`src/verilog/clk_cfg_map.svh`:
```
// register map and protocol constants for the output configuration port
`ifndef CLK_CFG_MAP_SVH
`define CLK_CFG_MAP_SVH
`define ADDR_WRITE        8'hd2
`define ADDR_READ         8'hd3
`define REG_OUT_EN_A      8'h00
`define REG_OUT_EN_B      8'h01
`define REG_OUT_EN_C      8'h02
`define REG_SWING         8'h03
`define REG_RSVD4         8'h04
`define REG_COUNT         8'h08
`define RST_OUT_EN_A      8'hff
`define RST_OUT_EN_B      8'h9e
`define RST_OUT_EN_C      8'h3f
`define RST_SWING         8'h55
`define RST_RSVD4         8'h03
`define RST_COUNT         8'h01
`define MASK_OUT_EN_B     8'h9e
`define MASK_OUT_EN_C     8'h3f
`define BIT_LAST          3'h7
`endif

```
`src/verilog/clk_cfg_pkg.sv`:
```
// types shared by the output configuration port
package clk_cfg_pkg;
  typedef struct packed {
    logic [7:0] en_a;
    logic [7:0] en_b;
    logic [7:0] en_c;
    logic [7:0] swing;
  } cfg_s;
endpackage

```
`src/verilog/smbus_clock_output_config.sv`:
```
// smbus target port holding the clock output enable and swing registers
//
// Summary of operation
// RQ1: acknowledge write address before index byte
// RQ2: host sends index then count, both acked
// RQ3: store data bytes at consecutive indices
// RQ4: ack every data byte; host stops after
// RQ5: host writes index, repeated start, read address
// RQ6: read returns count byte, then consecutive registers
// RQ7: read length comes from count register; the device loads it but sends bytes until the host nacks
// RQ8: host acks every byte it receives except the last
// RQ9: host nacks last byte; device releases data
// RQ10: register 0 enables, all reset one
// RQ11: register 1 enables, reserved bits six five zero
// RQ12: register 2 enables bus and fixed clocks
// RQ13: disabled outputs held low, both legs
// RQ14: register 3 holds four swing fields
// RQ15: swing codes 700 to 1000 mV, reset 01
// RQ16: register 4 reserved, resets 0x03
// RQ17: register 8 is read-write byte count
// RQ18: ignore foreign target addresses entirely
// RQ19: registers load defaults at reset
// RQ20: reserved bits ignored, read back defaults
`timescale 1ns/1ps
`include "clk_cfg_map.svh"
module smbus_clock_output_config
  import clk_cfg_pkg::*;
(
  // system
  input  wire logic       clk,
  input  wire logic       rst,
  // smbus pins
  input  wire logic       smb_clk,
  input  wire logic       smb_data_in,
  output logic            smb_data_out,
  output logic            smb_data_oe_n,
  // running clocks from the synthesizer core
  input  wire logic [18:0] clk_run,
  input  wire logic [10:0] clk_run_n,
  // gated outputs: [18:8] differential true legs, then single ended
  output logic [18:0]     clk_gated,
  output logic [10:0]     clk_gated_n,
  // swing fields for the output drivers
  output logic [1:0]      proc_swing_field,
  output logic [1:0]      ref_swing_field,
  output logic [1:0]      video_swing_field,
  output logic [1:0]      storage_swing_field
);

  // ----------------------------------------------------------------
  // pin synchronisers and edge/condition detection
  // ----------------------------------------------------------------
  logic [1:0] scl_sync, sda_sync;
  logic       scl_d, sda_d;
  logic       scl_rise, scl_fall, start_det, stop_det;

  // two stages per pin, then one history stage for edge detection
  always_ff @(posedge clk)
  begin
    if (rst)
    begin
      scl_sync <= 2'h3;
      sda_sync <= 2'h3;
      scl_d    <= 1'b1;
      sda_d    <= 1'b1;
    end
    else
    begin
      scl_sync <= {scl_sync[0], smb_clk};
      sda_sync <= {sda_sync[0], smb_data_in};
      scl_d    <= scl_sync[1];
      sda_d    <= sda_sync[1];
    end
  end

  assign scl_rise  = scl_sync[1] & ~scl_d;
  assign scl_fall  = ~scl_sync[1] & scl_d;
  assign start_det = scl_sync[1] & scl_d & sda_d & ~sda_sync[1];
  assign stop_det  = scl_sync[1] & scl_d & ~sda_d & sda_sync[1];

  // ----------------------------------------------------------------
  // protocol engine
  // ----------------------------------------------------------------
  typedef enum logic [3:0] {
    ST_IDLE, ST_ADDR, ST_ADDR_ACK, ST_RX, ST_RX_ACK,
    ST_TX, ST_TX_ACK, ST_HOLD
  } state_e;

  typedef enum logic [1:0] { PH_INDEX, PH_COUNT, PH_DATA } phase_e;

  state_e     state, next_state;
  phase_e     phase, next_phase;
  logic [2:0] bit_cnt, next_bit_cnt;
  logic [7:0] shreg, next_shreg;
  logic [7:0] index, next_index;
  logic [7:0] remain, next_remain;
  logic       first_tx, next_first_tx;
  logic       drive_low, next_drive_low;
  logic       sda_bit, next_sda_bit;
  logic       wr_en;
  logic [7:0] wr_addr;
  logic [7:0] reg_en_a, reg_en_b, reg_en_c, reg_swing, reg_rsvd4, reg_count;

  // register read decode; reserved bits return their defaults
  function automatic logic [7:0] reg_read(input logic [7:0] a);
    unique case (a)
      `REG_OUT_EN_A: reg_read = reg_en_a;
      `REG_OUT_EN_B: reg_read = reg_en_b;                 // RQ20
      `REG_OUT_EN_C: reg_read = reg_en_c;                 // RQ20
      `REG_SWING:    reg_read = reg_swing;
      `REG_RSVD4:    reg_read = reg_rsvd4;                // RQ16
      `REG_COUNT:    reg_read = reg_count;                // RQ17
      default:       reg_read = 8'h00;
    endcase
  endfunction

  // next-state logic, decisions made on synchronised scl edges and start/stop conditions
  always_comb
  begin
    next_state     = state;
    next_phase     = phase;
    next_bit_cnt   = bit_cnt;
    next_shreg     = shreg;
    next_index     = index;
    next_remain    = remain;
    next_first_tx  = first_tx;
    next_drive_low = drive_low;
    next_sda_bit   = sda_bit;
    wr_en          = 1'b0;
    wr_addr        = index;
    if (stop_det)
    begin
      next_state     = ST_IDLE;
      next_drive_low = 1'b0;                              // RQ9
    end
    else if (start_det)
    begin
      // repeated start keeps the index written before it
      next_state     = ST_ADDR;                           // RQ5
      next_bit_cnt   = 3'h0;
      next_drive_low = 1'b0;
      next_first_tx  = 1'b0;
    end
    else
    begin
      unique case (state)
        ST_IDLE, ST_HOLD: ;                               // RQ18
        ST_ADDR, ST_RX:
          if (scl_rise)
          begin
            next_shreg   = {shreg[6:0], sda_sync[1]};
            next_bit_cnt = bit_cnt + 3'h1;
            if (bit_cnt == `BIT_LAST)
              next_state = (state == ST_ADDR) ? ST_ADDR_ACK : ST_RX_ACK;
          end
        ST_ADDR_ACK:
          if (scl_fall && !drive_low)
          begin
            if (shreg == `ADDR_WRITE)
            begin
              next_drive_low = 1'b1;                      // RQ1
              next_phase     = PH_INDEX;
            end
            else if (shreg == `ADDR_READ)
            begin
              next_drive_low = 1'b1;                      // RQ5
              next_first_tx  = 1'b1;
              next_remain    = reg_count;                 // RQ7
              next_shreg     = reg_count;                 // RQ6
            end
            else
              next_state = ST_HOLD;                       // RQ18
          end
          else if (scl_fall)
          begin
            next_drive_low = 1'b0;
            next_bit_cnt   = 3'h0;
            // shreg already holds the count byte, so use the read flag
            if (first_tx)
            begin
              next_state     = ST_TX;
              next_sda_bit   = shreg[7];
              next_drive_low = ~shreg[7];
            end
            else
              next_state = ST_RX;
          end
        ST_RX_ACK:
          if (scl_fall && !drive_low)
          begin
            next_drive_low = 1'b1;                        // RQ2 RQ4
            unique case (phase)
              PH_INDEX:
              begin
                next_index = shreg;
                next_phase = PH_COUNT;
              end
              PH_COUNT:
              begin
                next_remain = shreg;
                next_phase  = PH_DATA;
              end
              PH_DATA:
              begin
                wr_en      = (remain != 8'h00);           // RQ3
                next_index = index + 8'h01;
                if (remain != 8'h00)
                  next_remain = remain - 8'h01;
              end
            endcase
          end
          else if (scl_fall)
          begin
            next_drive_low = 1'b0;
            next_bit_cnt   = 3'h0;
            next_state     = ST_RX;
          end
        ST_TX:
          if (scl_fall)
          begin
            next_bit_cnt = bit_cnt + 3'h1;
            if (bit_cnt == `BIT_LAST)
            begin
              next_state     = ST_TX_ACK;
              next_drive_low = 1'b0;                      // release for ack
            end
            else
            begin
              next_shreg     = {shreg[6:0], 1'b0};
              next_drive_low = ~shreg[6];
            end
          end
        ST_TX_ACK:
          if (scl_rise)
          begin
            if (sda_sync[1])
              next_state = ST_HOLD;                       // RQ9
            else
            begin
              // after the count byte, stream from the written index
              next_shreg = reg_read(index);               // RQ6
              if (!first_tx)
                next_index = index + 8'h01;
              if (!first_tx)
                next_shreg = reg_read(index + 8'h01);
              next_first_tx = 1'b0;
              next_bit_cnt  = 3'h0;
            end
          end
          else if (scl_fall)
          begin
            // leave the ack clock only on its falling edge, else bit 7
            // would be shifted out before it was ever driven
            next_state     = ST_TX;
            next_drive_low = ~shreg[7];                   // RQ8
          end
        default: next_state = ST_IDLE;
      endcase
    end
  end

  // protocol registers
  always_ff @(posedge clk)
  begin
    if (rst)
    begin
      state     <= ST_IDLE;
      phase     <= PH_INDEX;
      bit_cnt   <= 3'h0;
      shreg     <= 8'h00;
      index     <= 8'h00;
      remain    <= 8'h00;
      first_tx  <= 1'b0;
      drive_low <= 1'b0;
      sda_bit   <= 1'b1;
    end
    else
    begin
      state     <= next_state;
      phase     <= next_phase;
      bit_cnt   <= next_bit_cnt;
      shreg     <= next_shreg;
      index     <= next_index;
      remain    <= next_remain;
      first_tx  <= next_first_tx;
      drive_low <= next_drive_low;
      sda_bit   <= next_sda_bit;
    end
  end

  // open drain: only ever pull low, enable active low while driving
  assign smb_data_out  = 1'b0;
  assign smb_data_oe_n = ~drive_low;

  // ----------------------------------------------------------------
  // configuration registers
  // ----------------------------------------------------------------
  cfg_s cfg, next_cfg;
  logic [7:0] next_count;

  // reserved bits are masked so writes cannot disturb them
  always_comb
  begin
    next_cfg   = cfg;
    next_count = reg_count;
    if (wr_en)
    begin
      unique case (wr_addr)
        `REG_OUT_EN_A: next_cfg.en_a = shreg;             // RQ10
        `REG_OUT_EN_B: next_cfg.en_b = shreg & `MASK_OUT_EN_B; // RQ11 RQ20
        `REG_OUT_EN_C: next_cfg.en_c = shreg & `MASK_OUT_EN_C; // RQ12 RQ20
        `REG_SWING:    next_cfg.swing = shreg;            // RQ14
        `REG_COUNT:    next_count = shreg;                // RQ17
        default: ;                                        // RQ16 RQ20
      endcase
    end
  end

  // defaults loaded under reset before any transaction is seen
  always_ff @(posedge clk)
  begin
    if (rst)
    begin
      cfg.en_a  <= `RST_OUT_EN_A;                         // RQ19
      cfg.en_b  <= `RST_OUT_EN_B;
      cfg.en_c  <= `RST_OUT_EN_C;
      cfg.swing <= `RST_SWING;                            // RQ15
      reg_count <= `RST_COUNT;
    end
    else
    begin
      cfg       <= next_cfg;
      reg_count <= next_count;
    end
  end

  assign reg_en_a  = cfg.en_a;
  assign reg_en_b  = cfg.en_b;
  assign reg_en_c  = cfg.en_c;
  assign reg_swing = cfg.swing;
  assign reg_rsvd4 = `RST_RSVD4;                          // RQ16

  // ----------------------------------------------------------------
  // output gating
  // ----------------------------------------------------------------
  logic [18:0] en_vec;
  logic [18:0] next_gated;
  logic [10:0] next_gated_n;

  // order: en_a[7:0], proc [4:1], legacy, bus [5:1], fixed
  assign en_vec = {cfg.en_a, cfg.en_b[4:1], cfg.en_b[7],
                   cfg.en_c[5:1], cfg.en_c[0]};

  always_comb
  begin
    next_gated   = clk_run & en_vec;                      // RQ13
    next_gated_n = clk_run_n & en_vec[18:8];              // RQ13
  end

  // registered so gated clock outputs come straight from flip-flops
  always_ff @(posedge clk)
  begin
    if (rst)
    begin
      clk_gated   <= 19'h00000;
      clk_gated_n <= 11'h000;
    end
    else
    begin
      clk_gated   <= next_gated;
      clk_gated_n <= next_gated_n;
    end
  end

  assign proc_swing_field    = cfg.swing[7:6];            // RQ14
  assign ref_swing_field     = cfg.swing[5:4];
  assign video_swing_field   = cfg.swing[3:2];
  assign storage_swing_field = cfg.swing[1:0];

endmodule // smbus_clock_output_config

```
`config.mk`:
```
export PLATFORM = sky130hd
export DESIGN_NAME = smbus_clock_output_config
export DESIGN_NICKNAME = d
export VERILOG_FILES = /design/src/verilog/clk_cfg_pkg.sv /design/src/verilog/smbus_clock_output_config.sv
export VERILOG_INCLUDE_DIRS = /design/src /design/src/verilog
export SDC_FILE = /design/constraint.sdc
export NUM_CORES = 1
export LEC_CHECK = 0
export BUFFER_PORTS_ARGS = -buffer_cell sky130_fd_sc_hd__buf_4
export CAP_MARGIN = 25
export CORE_MARGIN = 2
export CORE_UTILIZATION = 55
export DETAILED_ROUTE_END_ITERATION = 6
export PLACE_DENSITY = 0.79
export SYNTH_ARGS = -nofsm -noshare
export SYNTH_HDL_FRONTEND = slang
export SYNTH_SLANG_ARGS = --single-unit
```
`constraint.sdc`:
```
create_clock -name clk -period 4.05 [get_ports clk]
set_input_delay 0.2025 -clock clk [delete_from_list [all_inputs] [get_ports clk]]
set_output_delay 0.2025 -clock clk [all_outputs]
set_load 0.03 [all_outputs]
```
==> impl_results.html, run 1 <==
<table>
<tr><th>Metric</th><th>Value</th></tr>
<tr><th colspan="2">Logic synthesis</th></tr>
<tr><td>Post-synthesis async set-or-reset flop share</td><td>0</td></tr>
<tr><td>Number of enable-type register cells in the synthesized netlist</td><td>0</td></tr>
<tr><td>Number of instances in the synthesized netlist</td><td>708</td></tr>
<tr><td>Number of different library cells in the post-synthesis netlist</td><td>65</td></tr>
<tr><td>Flops &amp; latches, synth</td><td>105</td></tr>
<tr><td>Sequential share of the synthesized area</td><td>0.355</td></tr>
<tr><td>Syn_area_per_cell</td><td>8.36 µm²</td></tr>
<tr><td>Synthesis warning total</td><td>0</td></tr>
<tr><td>Primary FF master, synth</td><td>sky130_fd_sc_hd__dfxtp_1</td></tr>
<tr><td>Nets in the synthesized netlist</td><td>754</td></tr>
<tr><td>Post-synthesis cell area</td><td>0.00592 mm²</td></tr>
<tr><th colspan="2">Power and ir drop</th></tr>
<tr><td>Worst ir drop on vdd</td><td>0.000361 V</td></tr>
<tr><td>LEAKAGE</td><td>2.56 nW</td></tr>
<tr><td>Power density cells</td><td>290 mW/mm²</td></tr>
<tr><th colspan="2">Global routing</th></tr>
<tr><td>Largest net degree at the start of global routing</td><td>110</td></tr>
<tr><td>Antenna violations before repair</td><td>0</td></tr>
<tr><td>Global-route wire length before repair</td><td>28000 µm</td></tr>
<tr><td>Total Routing Usage GR</td><td>0.306</td></tr>
<tr><td>Total congestion overflow</td><td>0</td></tr>
<tr><td>Number of global-route vias before repair</td><td>5346</td></tr>
<tr><th colspan="2">Clock network</th></tr>
<tr><td>Clock slew at reported path FFs</td><td>110 ps</td></tr>
<tr><td>Total of cells resized after clock tree synthesis</td><td>0</td></tr>
<tr><td>Number of clock sinks</td><td>105</td></tr>
<tr><td>TritonCTS Buffers</td><td>9</td></tr>
<tr><td>Number of H-tree branching levels</td><td>3</td></tr>
<tr><td>Maximum number of buffers from clock root to sink</td><td>2</td></tr>
<tr><td>Skew-Pair Late Insertion Delay</td><td>400 ps</td></tr>
<tr><td>Cell chosen for the clock root</td><td>sky130_fd_sc_hd__clkbuf_8</td></tr>
<tr><td>Post-CTS setup buffers</td><td>0</td></tr>
<tr><td>TritonCTS clock tree</td><td>done</td></tr>
<tr><th colspan="2">Critical path</th></tr>
<tr><td>Arrival time of the worst setup path</td><td>3220 ps</td></tr>
<tr><td>Slowest library cell on the worst path</td><td>sky130_fd_sc_hd__or3b_1</td></tr>
<tr><td>Cell class contributing the biggest share of worst-path delay</td><td>simple AND/OR/NAND/NOR gates</td></tr>
<tr><td>CP Class</td><td>reg2reg</td></tr>
<tr><td>Cells traversed along the worst timing path</td><td>or3b_1 -&gt; a2111oi_4 -&gt; nand4_1 -&gt; a211o_1</td></tr>
<tr><td>Data required time of the worst path</td><td>4350 ps</td></tr>
<tr><td>Delay of the slowest critical-path stage</td><td>700 ps</td></tr>
<tr><td>Critical Path Start Type</td><td>register</td></tr>
<tr><td>Worst reg2reg startpoint</td><td>state[1]</td></tr>
<tr><td>CP Max Fanout</td><td>23</td></tr>
<tr><td>Buf/Inv on CP</td><td>0</td></tr>
<tr><td>Endpoint type of the worst setup path</td><td>register</td></tr>
<tr><td>Launching element of the worst setup path</td><td>state[1]</td></tr>
<tr><th colspan="2">Timing</th></tr>
<tr><td>Final Slew Violations</td><td>0</td></tr>
<tr><td>Maximum operating frequency</td><td>0.342 GHz</td></tr>
<tr><td>Setup-violating endpoint count in the final report</td><td>0</td></tr>
<tr><td>Slew at the pin with the worst max-slew slack</td><td>1050 ps</td></tr>
<tr><td>Total Negative Setup Slacks</td><td>0 ps</td></tr>
<tr><td>Share of the cycle needed by the critical path after routing</td><td>0.721</td></tr>
<tr><td>Final worst path period need</td><td>2920 ps</td></tr>
<tr><td>Setup repair after global routing missed its margin</td><td>false</td></tr>
<tr><td>Least setup slack across all paths after layout</td><td>1130 ps</td></tr>
<tr><td>Relative slew margins</td><td>0.300</td></tr>
<tr><td>Number of hold violations in the final report</td><td>0</td></tr>
<tr><td>Layout Skew</td><td>13.1 ps</td></tr>
<tr><th colspan="2">Placed design</th></tr>
<tr><td>Half-perimeter wire length of the detailed placement result</td><td>12000 µm</td></tr>
<tr><td>Placer Congestion</td><td>0.979</td></tr>
<tr><td>Port-buffer cells</td><td>72</td></tr>
<tr><td>Placement-stage worst setup slack</td><td>1190 ps</td></tr>
<tr><th colspan="2">Layout</th></tr>
<tr><td>Share of post-route cells with drive strength above 1</td><td>0.155</td></tr>
<tr><td>Inserted Diodes</td><td>0</td></tr>
<tr><td>Area taken by multi-input logic gates</td><td>0.00346 mm²</td></tr>
<tr><td>Post-layout net count</td><td>784</td></tr>
<tr><td>Layout area overhead</td><td>11.9%</td></tr>
<tr><td>Filler cell count in the final layout</td><td>913</td></tr>
<tr><td>Storage element area</td><td>0.00210 mm²</td></tr>
<tr><th colspan="2">Routing</th></tr>
<tr><td>Routed wirelength normalized by instance count</td><td>19.7 µm</td></tr>
<tr><td>Number of search-and-repair iterations in the first detailed-routing pass</td><td>7</td></tr>
<tr><td>DRC violation count after routing</td><td>0</td></tr>
<tr><td>Final WL</td><td>17300 µm</td></tr>
<tr><td>Violation count after the first detailed-routing iteration</td><td>634</td></tr>
<tr><td>Detailed-route via count</td><td>5650</td></tr>
<tr><td>Number of nets with antenna violations after routing</td><td>0</td></tr>
<tr><td>Via density per instance</td><td>6.43</td></tr>
<tr><th colspan="2">Run</th></tr>
<tr><td>Number of max-cap violations</td><td>0</td></tr>
<tr><th colspan="2">Min path</th></tr>
<tr><td>Class of the worst hold path</td><td>in2reg</td></tr>
<tr><td>Worst min-delay path startpoint</td><td>clk_run[0]</td></tr>
<tr><th colspan="2">Floorplanning</th></tr>
<tr><td>Total Die Area</td><td>0.0116 mm²</td></tr>
<tr><td>FP Rows</td><td>37</td></tr>
<tr><td>Number of top-level design ports</td><td>74</td></tr>
<tr><td>DIE HEIGHT</td><td>108 µm</td></tr>
<tr><td>CORE AREA</td><td>0.0104 mm²</td></tr>
<tr><td>Starting density of the core</td><td>0.571</td></tr>
<tr><td>Chip width</td><td>108 µm</td></tr>
<tr><th colspan="2">Run status</th></tr>
<tr><td>Run status</td><td>finished clean</td></tr>
</table>
power by group:
group          total (mW)  leakage (nW)  internal [mW]  switching [mW]
sequential           1.07         0.857           1.05          0.0158
clock               0.691         0.104          0.296           0.394
combinational       0.161          1.60         0.0700          0.0907
worst paths after layout:
path | to | slack [ps] | cells past startpoint
worst max-delay path | reg_swing[6] | 1130 | 4
worst min register to register | scl_sync[1] | 430 | 1
worst max register to register | reg_swing[6] | 1130 | 4
worst min-delay path | clk_gated[0] | 30 | 3
area by class of cell:
type / instances / share of cell area
Sequential cell: 105 / 0.317
Clock buffer: 10 / 0.0193
Timing Repair Buffer: 78 / 0.0892
Multi-Input combinational cell: 518 / 0.523
Inverter: 26 / 0.0147
Clock inverter: 6 / 0.0110
Tap cell: 136 / 0.0257
per-stage QoR:
stage                     cells  area [µm²]   util  hold slack [ps]  power [mW]
final                       879        6620  0.639             26.2        1.92
after global routing        879        6620  0.639             17.2        1.98
after CTS                   879        6620  0.639             4.40        1.94
after detailed placement    861        6400  0.618              389        1.25
after global placement      861        6400  0.618              389        1.25
after floorplan             708        5920      -              306        1.19
layout by cell type (no fill, tap or decap), types with 6 or more instances in the layout:
| cell | Yosys | routed |
|---|---|---|
| sky130_fd_sc_hd__a222oi_1 | 9 | 9 |
| sky130_fd_sc_hd__or3_1 | 17 | 17 |
| sky130_fd_sc_hd__nor2b_1 | 8 | 8 |
| sky130_fd_sc_hd__a211o_1 | 25 | 25 |
| sky130_fd_sc_hd__inv_1 | 26 | 26 |
| sky130_fd_sc_hd__nand2b_1 | 13 | 13 |
| sky130_fd_sc_hd__a21oi_1 | 43 | 43 |
| sky130_fd_sc_hd__buf_4 | 6 | 76 |
| sky130_fd_sc_hd__a211oi_1 | 13 | 13 |
| sky130_fd_sc_hd__nand4_1 | 10 | 10 |
| sky130_fd_sc_hd__nand2_1 | 45 | 45 |
| sky130_fd_sc_hd__or2_2 | 11 | 11 |
| sky130_fd_sc_hd__ha_1 | 12 | 12 |
| sky130_fd_sc_hd__a31oi_1 | 9 | 9 |
| sky130_fd_sc_hd__and3b_1 | 22 | 22 |
| sky130_fd_sc_hd__a21o_1 | 6 | 6 |
| sky130_fd_sc_hd__dfxtp_1 | 105 | 105 |
| sky130_fd_sc_hd__nand3_1 | 10 | 10 |
| sky130_fd_sc_hd__o22ai_1 | 7 | 7 |
| sky130_fd_sc_hd__clkbuf_8 | 0 | 9 |
| sky130_fd_sc_hd__a21boi_0 | 11 | 11 |
| sky130_fd_sc_hd__o211ai_1 | 18 | 18 |
| sky130_fd_sc_hd__nand3b_1 | 8 | 8 |
| sky130_fd_sc_hd__nor3_1 | 6 | 6 |
| sky130_fd_sc_hd__o21ai_0 | 28 | 28 |
| sky130_fd_sc_hd__mux2i_1 | 19 | 19 |
| sky130_fd_sc_hd__nor2_1 | 74 | 74 |
synthesized netlist by cell type (17+ instances only):
master,count,share of area
sky130_fd_sc_hd__dfxtp_1,105,0.36
sky130_fd_sc_hd__nand2_1,45,0.029
sky130_fd_sc_hd__inv_1,26,0.016
sky130_fd_sc_hd__nor2_1,74,0.047
sky130_fd_sc_hd__o211ai_1,18,0.023
sky130_fd_sc_hd__a21oi_1,43,0.036
sky130_fd_sc_hd__or3_1,17,0.018
sky130_fd_sc_hd__clkbuf_1,40,0.025
sky130_fd_sc_hd__a211o_1,25,0.037
sky130_fd_sc_hd__and3b_1,22,0.033
sky130_fd_sc_hd__o21ai_0,28,0.024
sky130_fd_sc_hd__mux2i_1,19,0.032
worst register-to-register path, cell delays in order, from the launching register on:
cell	delay, ps
sky130_fd_sc_hd__dfxtp_1	530
sky130_fd_sc_hd__or3b_1	700
sky130_fd_sc_hd__a2111oi_4	590
sky130_fd_sc_hd__nand4_1	560
sky130_fd_sc_hd__a211o_1	450
what timing repair did:
| action | 4_1_cts | 5_1_grt |
|---|---|---|
| endpoints found under the setup margin | 0 | 0 |
| hold endpoints to repair | 2 | 0 |
| hold buffers | 2 | 0 |
cell families (layout without fill, tap and decap cells):
kind of cell | after synthesis | after routing | synth area share
AO/OA/AOI/OAI | 221 | 221 | 0.276
adder cells (fa/ha/maj) | 12 | 12 | 0.0254
XOR/XNOR | 6 | 6 | 0.00888
multiplexers | 20 | 20 | 0.0340
other | 1 | 1 | 0.000634
AND/OR/NAND/NOR | 258 | 258 | 0.240
buffers and inverters | 85 | 120 | 0.0594
flip-flops | 105 | 105 | 0.355
flip-flops by register name, summed over array words and instances (netlist names), 6 cells and up:
| name | flops |
|---|---|
| clk_gated | 19 |
| clk_gated_n | 11 |
| index | 8 |
| reg_count | 8 |
| reg_en_a | 8 |
| reg_swing | 8 |
| remain | 8 |
| shreg | 8 |
| reg_en_c | 6 |
metal layers:
layer,global-route usage,up-vias,share of wire
met5,0,-,0
met4,0.113,0,0.029
met3,0.0738,43,0.075
met2,0.485,246,0.47
met1,0.405,2670,0.42
li1,-,2691,-
No activity file was read; power rests on OpenSTA's default activity.
==> run 2: changes to the inputs <==
CORE_UTILIZATION = 53   (was 55)
PLACE_DENSITY = 0.8   (was 0.79)
clock period = 2.6 ns   (was 4.05 ns; I/O delays follow)
==> impl_results.html, run 2 (same netlist as run 1, synthesis figures left out) <==
<table>
<tr><th>Metric</th><th>Value</th></tr>
<tr><th colspan="2">Run status</th></tr>
<tr><td>Run status</td><td>complete, but fails checks</td></tr>
<tr><td>Violated checks</td><td>design-rule violations</td></tr>
<tr><th colspan="2">Critical path</th></tr>
<tr><td>Slowest library cell on the worst path</td><td>sky130_fd_sc_hd__dfxtp_1</td></tr>
<tr><td>Data required time of the worst path</td><td>2850 ps (-1500 ps)</td></tr>
<tr><td>Cells traversed along the worst timing path</td><td>inv_1 -&gt; ha_1 -&gt; buf_4 -&gt; a222oi_1 -&gt; a2111oi_0 -&gt; o32a_1 -&gt; nand4_1 -&gt; o22ai_1</td></tr>
<tr><td>Internal reg-to-reg setup slack</td><td>180 ps (-950 ps)</td></tr>
<tr><td>Critical Path Start Type</td><td>register</td></tr>
<tr><td>Buf/Inv on CP</td><td>2 (+2)</td></tr>
<tr><td>CP Max Fanout</td><td>17 (-26%)</td></tr>
<tr><td>Delay of the slowest critical-path stage</td><td>520 ps (-180 ps)</td></tr>
<tr><td>CP Class</td><td>reg2reg</td></tr>
<tr><td>Endpoint type of the worst setup path</td><td>register</td></tr>
<tr><td>Arrival time of the worst setup path</td><td>2670 ps (-550 ps)</td></tr>
<tr><td>Cell class contributing the biggest share of worst-path delay</td><td>compound AO/OA/AOI/OAI gates</td></tr>
<tr><th colspan="2">Clock network</th></tr>
<tr><td>Clock slew at reported path FFs</td><td>120 ps (about the same)</td></tr>
<tr><td>TritonCTS clock tree</td><td>done</td></tr>
<tr><td>Cell chosen for the clock root</td><td>sky130_fd_sc_hd__clkbuf_8</td></tr>
<tr><td>Number of H-tree branching levels</td><td>3 (unchanged)</td></tr>
<tr><td>Skew-Pair Late Insertion Delay</td><td>400 ps (about the same)</td></tr>
<tr><td>Number of clock sinks</td><td>105 (unchanged)</td></tr>
<tr><td>Maximum number of buffers from clock root to sink</td><td>2 (unchanged)</td></tr>
<tr><td>TritonCTS Buffers</td><td>9 (unchanged)</td></tr>
<tr><th colspan="2">Placed design</th></tr>
<tr><td>Placer Congestion</td><td>0.952 (-2.7%)</td></tr>
<tr><td>Placement-stage worst setup slack</td><td>106 ps (-1090 ps)</td></tr>
<tr><td>Port-buffer cells</td><td>72 (unchanged)</td></tr>
<tr><td>Half-perimeter wire length of the detailed placement result</td><td>12600 µm (+5.0%)</td></tr>
<tr><th colspan="2">Routing</th></tr>
<tr><td>Violation count after the first detailed-routing iteration</td><td>699 (+10%)</td></tr>
<tr><td>Via density per instance</td><td>6.41 (-0.28%)</td></tr>
<tr><td>Routed wirelength normalized by instance count</td><td>19.5 µm (-1.0%)</td></tr>
<tr><td>Number of search-and-repair iterations in the first detailed-routing pass</td><td>7 (unchanged)</td></tr>
<tr><td>Detailed-route via count</td><td>6089 (+7.8%)</td></tr>
<tr><td>Final WL</td><td>18500 µm (+7.0%)</td></tr>
<tr><td>Number of nets with antenna violations after routing</td><td>0 (unchanged)</td></tr>
<tr><td>DRC violation count after routing</td><td>10 (+10)</td></tr>
<tr><th colspan="2">Timing</th></tr>
<tr><td>Hold slack</td><td>256 ps (+230 ps)</td></tr>
<tr><td>Setup-violating endpoint count in the final report</td><td>0 (unchanged)</td></tr>
<tr><td>Share of the cycle needed by the critical path after routing</td><td>0.929 (+0.208)</td></tr>
<tr><td>Relative slew margins</td><td>0.522 (+0.222)</td></tr>
<tr><td>Total Negative Setup Slacks</td><td>0 ps (unchanged)</td></tr>
<tr><td>Number of hold violations in the final report</td><td>0 (unchanged)</td></tr>
<tr><td>Maximum operating frequency</td><td>0.414 GHz (+21%)</td></tr>
<tr><td>Slew at the pin with the worst max-slew slack</td><td>717 ps (-329 ps)</td></tr>
<tr><td>Final Slew Violations</td><td>0 (unchanged)</td></tr>
<tr><td>Least setup slack across all paths after layout</td><td>183 ps (-947 ps)</td></tr>
<tr><td>Setup repair after global routing missed its margin</td><td>false</td></tr>
<tr><td>Final worst path period need</td><td>2420 ps (-503 ps)</td></tr>
<tr><td>Layout Skew</td><td>15.7 ps (+2.61 ps)</td></tr>
<tr><th colspan="2">Run</th></tr>
<tr><td>Number of max-cap violations</td><td>0 (unchanged)</td></tr>
<tr><th colspan="2">Global routing</th></tr>
<tr><td>Largest net degree at the start of global routing</td><td>70 (-36%)</td></tr>
<tr><td>Number of global-route vias before repair</td><td>5576 (+4.3%)</td></tr>
<tr><td>Antenna violations before repair</td><td>0 (unchanged)</td></tr>
<tr><td>Global-route wire length before repair</td><td>28500 µm (+1.8%)</td></tr>
<tr><td>Total Routing Usage GR</td><td>0.307 (+0.000881)</td></tr>
<tr><td>Total congestion overflow</td><td>0 (unchanged)</td></tr>
<tr><th colspan="2">Layout</th></tr>
<tr><td>Inserted Diodes</td><td>0 (unchanged)</td></tr>
<tr><td>Area taken by multi-input logic gates</td><td>0.00347 mm² (about the same)</td></tr>
<tr><td>Layout area overhead</td><td>22.1%</td></tr>
<tr><td>Storage element area</td><td>0.00210 mm² (unchanged)</td></tr>
<tr><td>Highest-count cells in the layout ignoring fill and taps</td><td>112 x sky130_fd_sc_hd__buf_4, 105 x sky130_fd_sc_hd__dfxtp_1, 74 x sky130_fd_sc_hd__nor2_1, 45 x sky130_fd_sc_hd__nand2_1, 43 x sky130_fd_sc_hd__a21oi_1</td></tr>
<tr><td>Filler cell count in the final layout</td><td>859 (-5.9%)</td></tr>
<tr><td>Register ranked first by flip-flop count</td><td>clk_gated</td></tr>
<tr><td>Largest registers</td><td>clk_gated (19), clk_gated_n (11)</td></tr>
<tr><td>Post-layout net count</td><td>852 (+8.7%)</td></tr>
<tr><td>Max reg flops</td><td>19 (unchanged)</td></tr>
<tr><td>Share of post-route cells with drive strength above 1</td><td>0.190 (+0.0353)</td></tr>
<tr><td>Most common cell after layout, fill and taps aside</td><td>sky130_fd_sc_hd__buf_4</td></tr>
<tr><th colspan="2">Floorplanning</th></tr>
<tr><td>DIE HEIGHT</td><td>110 µm (+1.8%)</td></tr>
<tr><td>CORE AREA</td><td>0.0109 mm² (+5.0%)</td></tr>
<tr><td>FP Rows</td><td>38 (+2.7%)</td></tr>
<tr><td>Starting density of the core</td><td>0.543 (-0.0271)</td></tr>
<tr><td>Total Die Area</td><td>0.0120 mm² (+3.6%)</td></tr>
<tr><td>Chip width</td><td>110 µm (+1.8%)</td></tr>
<tr><td>Number of top-level design ports</td><td>74 (unchanged)</td></tr>
<tr><th colspan="2">Power and ir drop</th></tr>
<tr><td>LEAKAGE</td><td>2.87 nW (+12%)</td></tr>
<tr><td>Worst ir drop on vdd</td><td>0.000426 V (+18%)</td></tr>
<tr><td>Power density cells</td><td>411 mW/mm² (+42%)</td></tr>
<tr><th colspan="2">Min path</th></tr>
<tr><td>Class of the worst hold path</td><td>in2reg</td></tr>
</table>
## run 2: cell types whose count changed in the layout (fill, tap and decap cells not counted), sizes merged
cell / previous run / this run
clkinv: 1 / 2
buf: 76 / 114
dlygate4sd3: 2 / 32
clkbuf: 10 / 9
bufinv: 1 / 0
## run 2: final timing paths
path / startpoint / end / cells past startpoint
max reg2reg: index[0] / shreg[2] / 8
min reg2reg: scl_sync[0] / scl_sync[1] / 1
max: index[0] / shreg[2] / 8
min: rst / reg_swing[7] / 2
## run 2: final cells by class
| type | count | area share |
|---|---|---|
| multi-input combinational | 518 | 0.480 |
| sequential | 105 | 0.291 |
| timing repair buffer | 146 | 0.166 |
| tap | 140 | 0.0243 |
| clock buffer | 9 | 0.0171 |
| inverter | 26 | 0.0135 |
| clock inverter | 6 | 0.00797 |
## run 2: report_power, final
part,leakage (nW),total (mW),internal [mW],switching [mW]
sequential,0.857,1.66,1.64,0.0221
clock,0.0941,0.997,0.367,0.630
combinational,1.92,0.305,0.146,0.159
## run 2: per-stage QoR
stage,power (mW),cell area [µm²],util,std cells
final,2.97,7220,0.663,950
after global routing,3.05,7220,0.663,950
after CTS,2.97,7220,0.663,950
after detailed placement,1.96,6720,0.617,903
after global placement,1.95,6720,0.617,903
after floorplan,1.85,5920,-,708
## run 2: what timing repair did
item,CTS,global route
hold endpoints to repair,32,0
buffers inserted,0,0
endpoints found under the setup margin,0,6
resized for setup,0,1
hold buffers,32,0
## run 2: worst register-to-register path: stages (launching register included)
cell	delay, ps
sky130_fd_sc_hd__dfxtp_1	520
sky130_fd_sc_hd__inv_1	140
sky130_fd_sc_hd__ha_1	280
sky130_fd_sc_hd__buf_4	220
sky130_fd_sc_hd__a222oi_1	360
sky130_fd_sc_hd__a2111oi_0	160
sky130_fd_sc_hd__o32a_1	370
sky130_fd_sc_hd__nand4_1	140
sky130_fd_sc_hd__o22ai_1	90
## run 2: metal layers
layer	vias up	share of wire	wire, µm	global-route usage
met1	2909	0.41	7540	0.394
met4	0	0.032	588	0.130
met5	-	0	0	0
li1	2831	-	-	-
met3	48	0.085	1580	0.0569
met2	301	0.48	8800	0.505
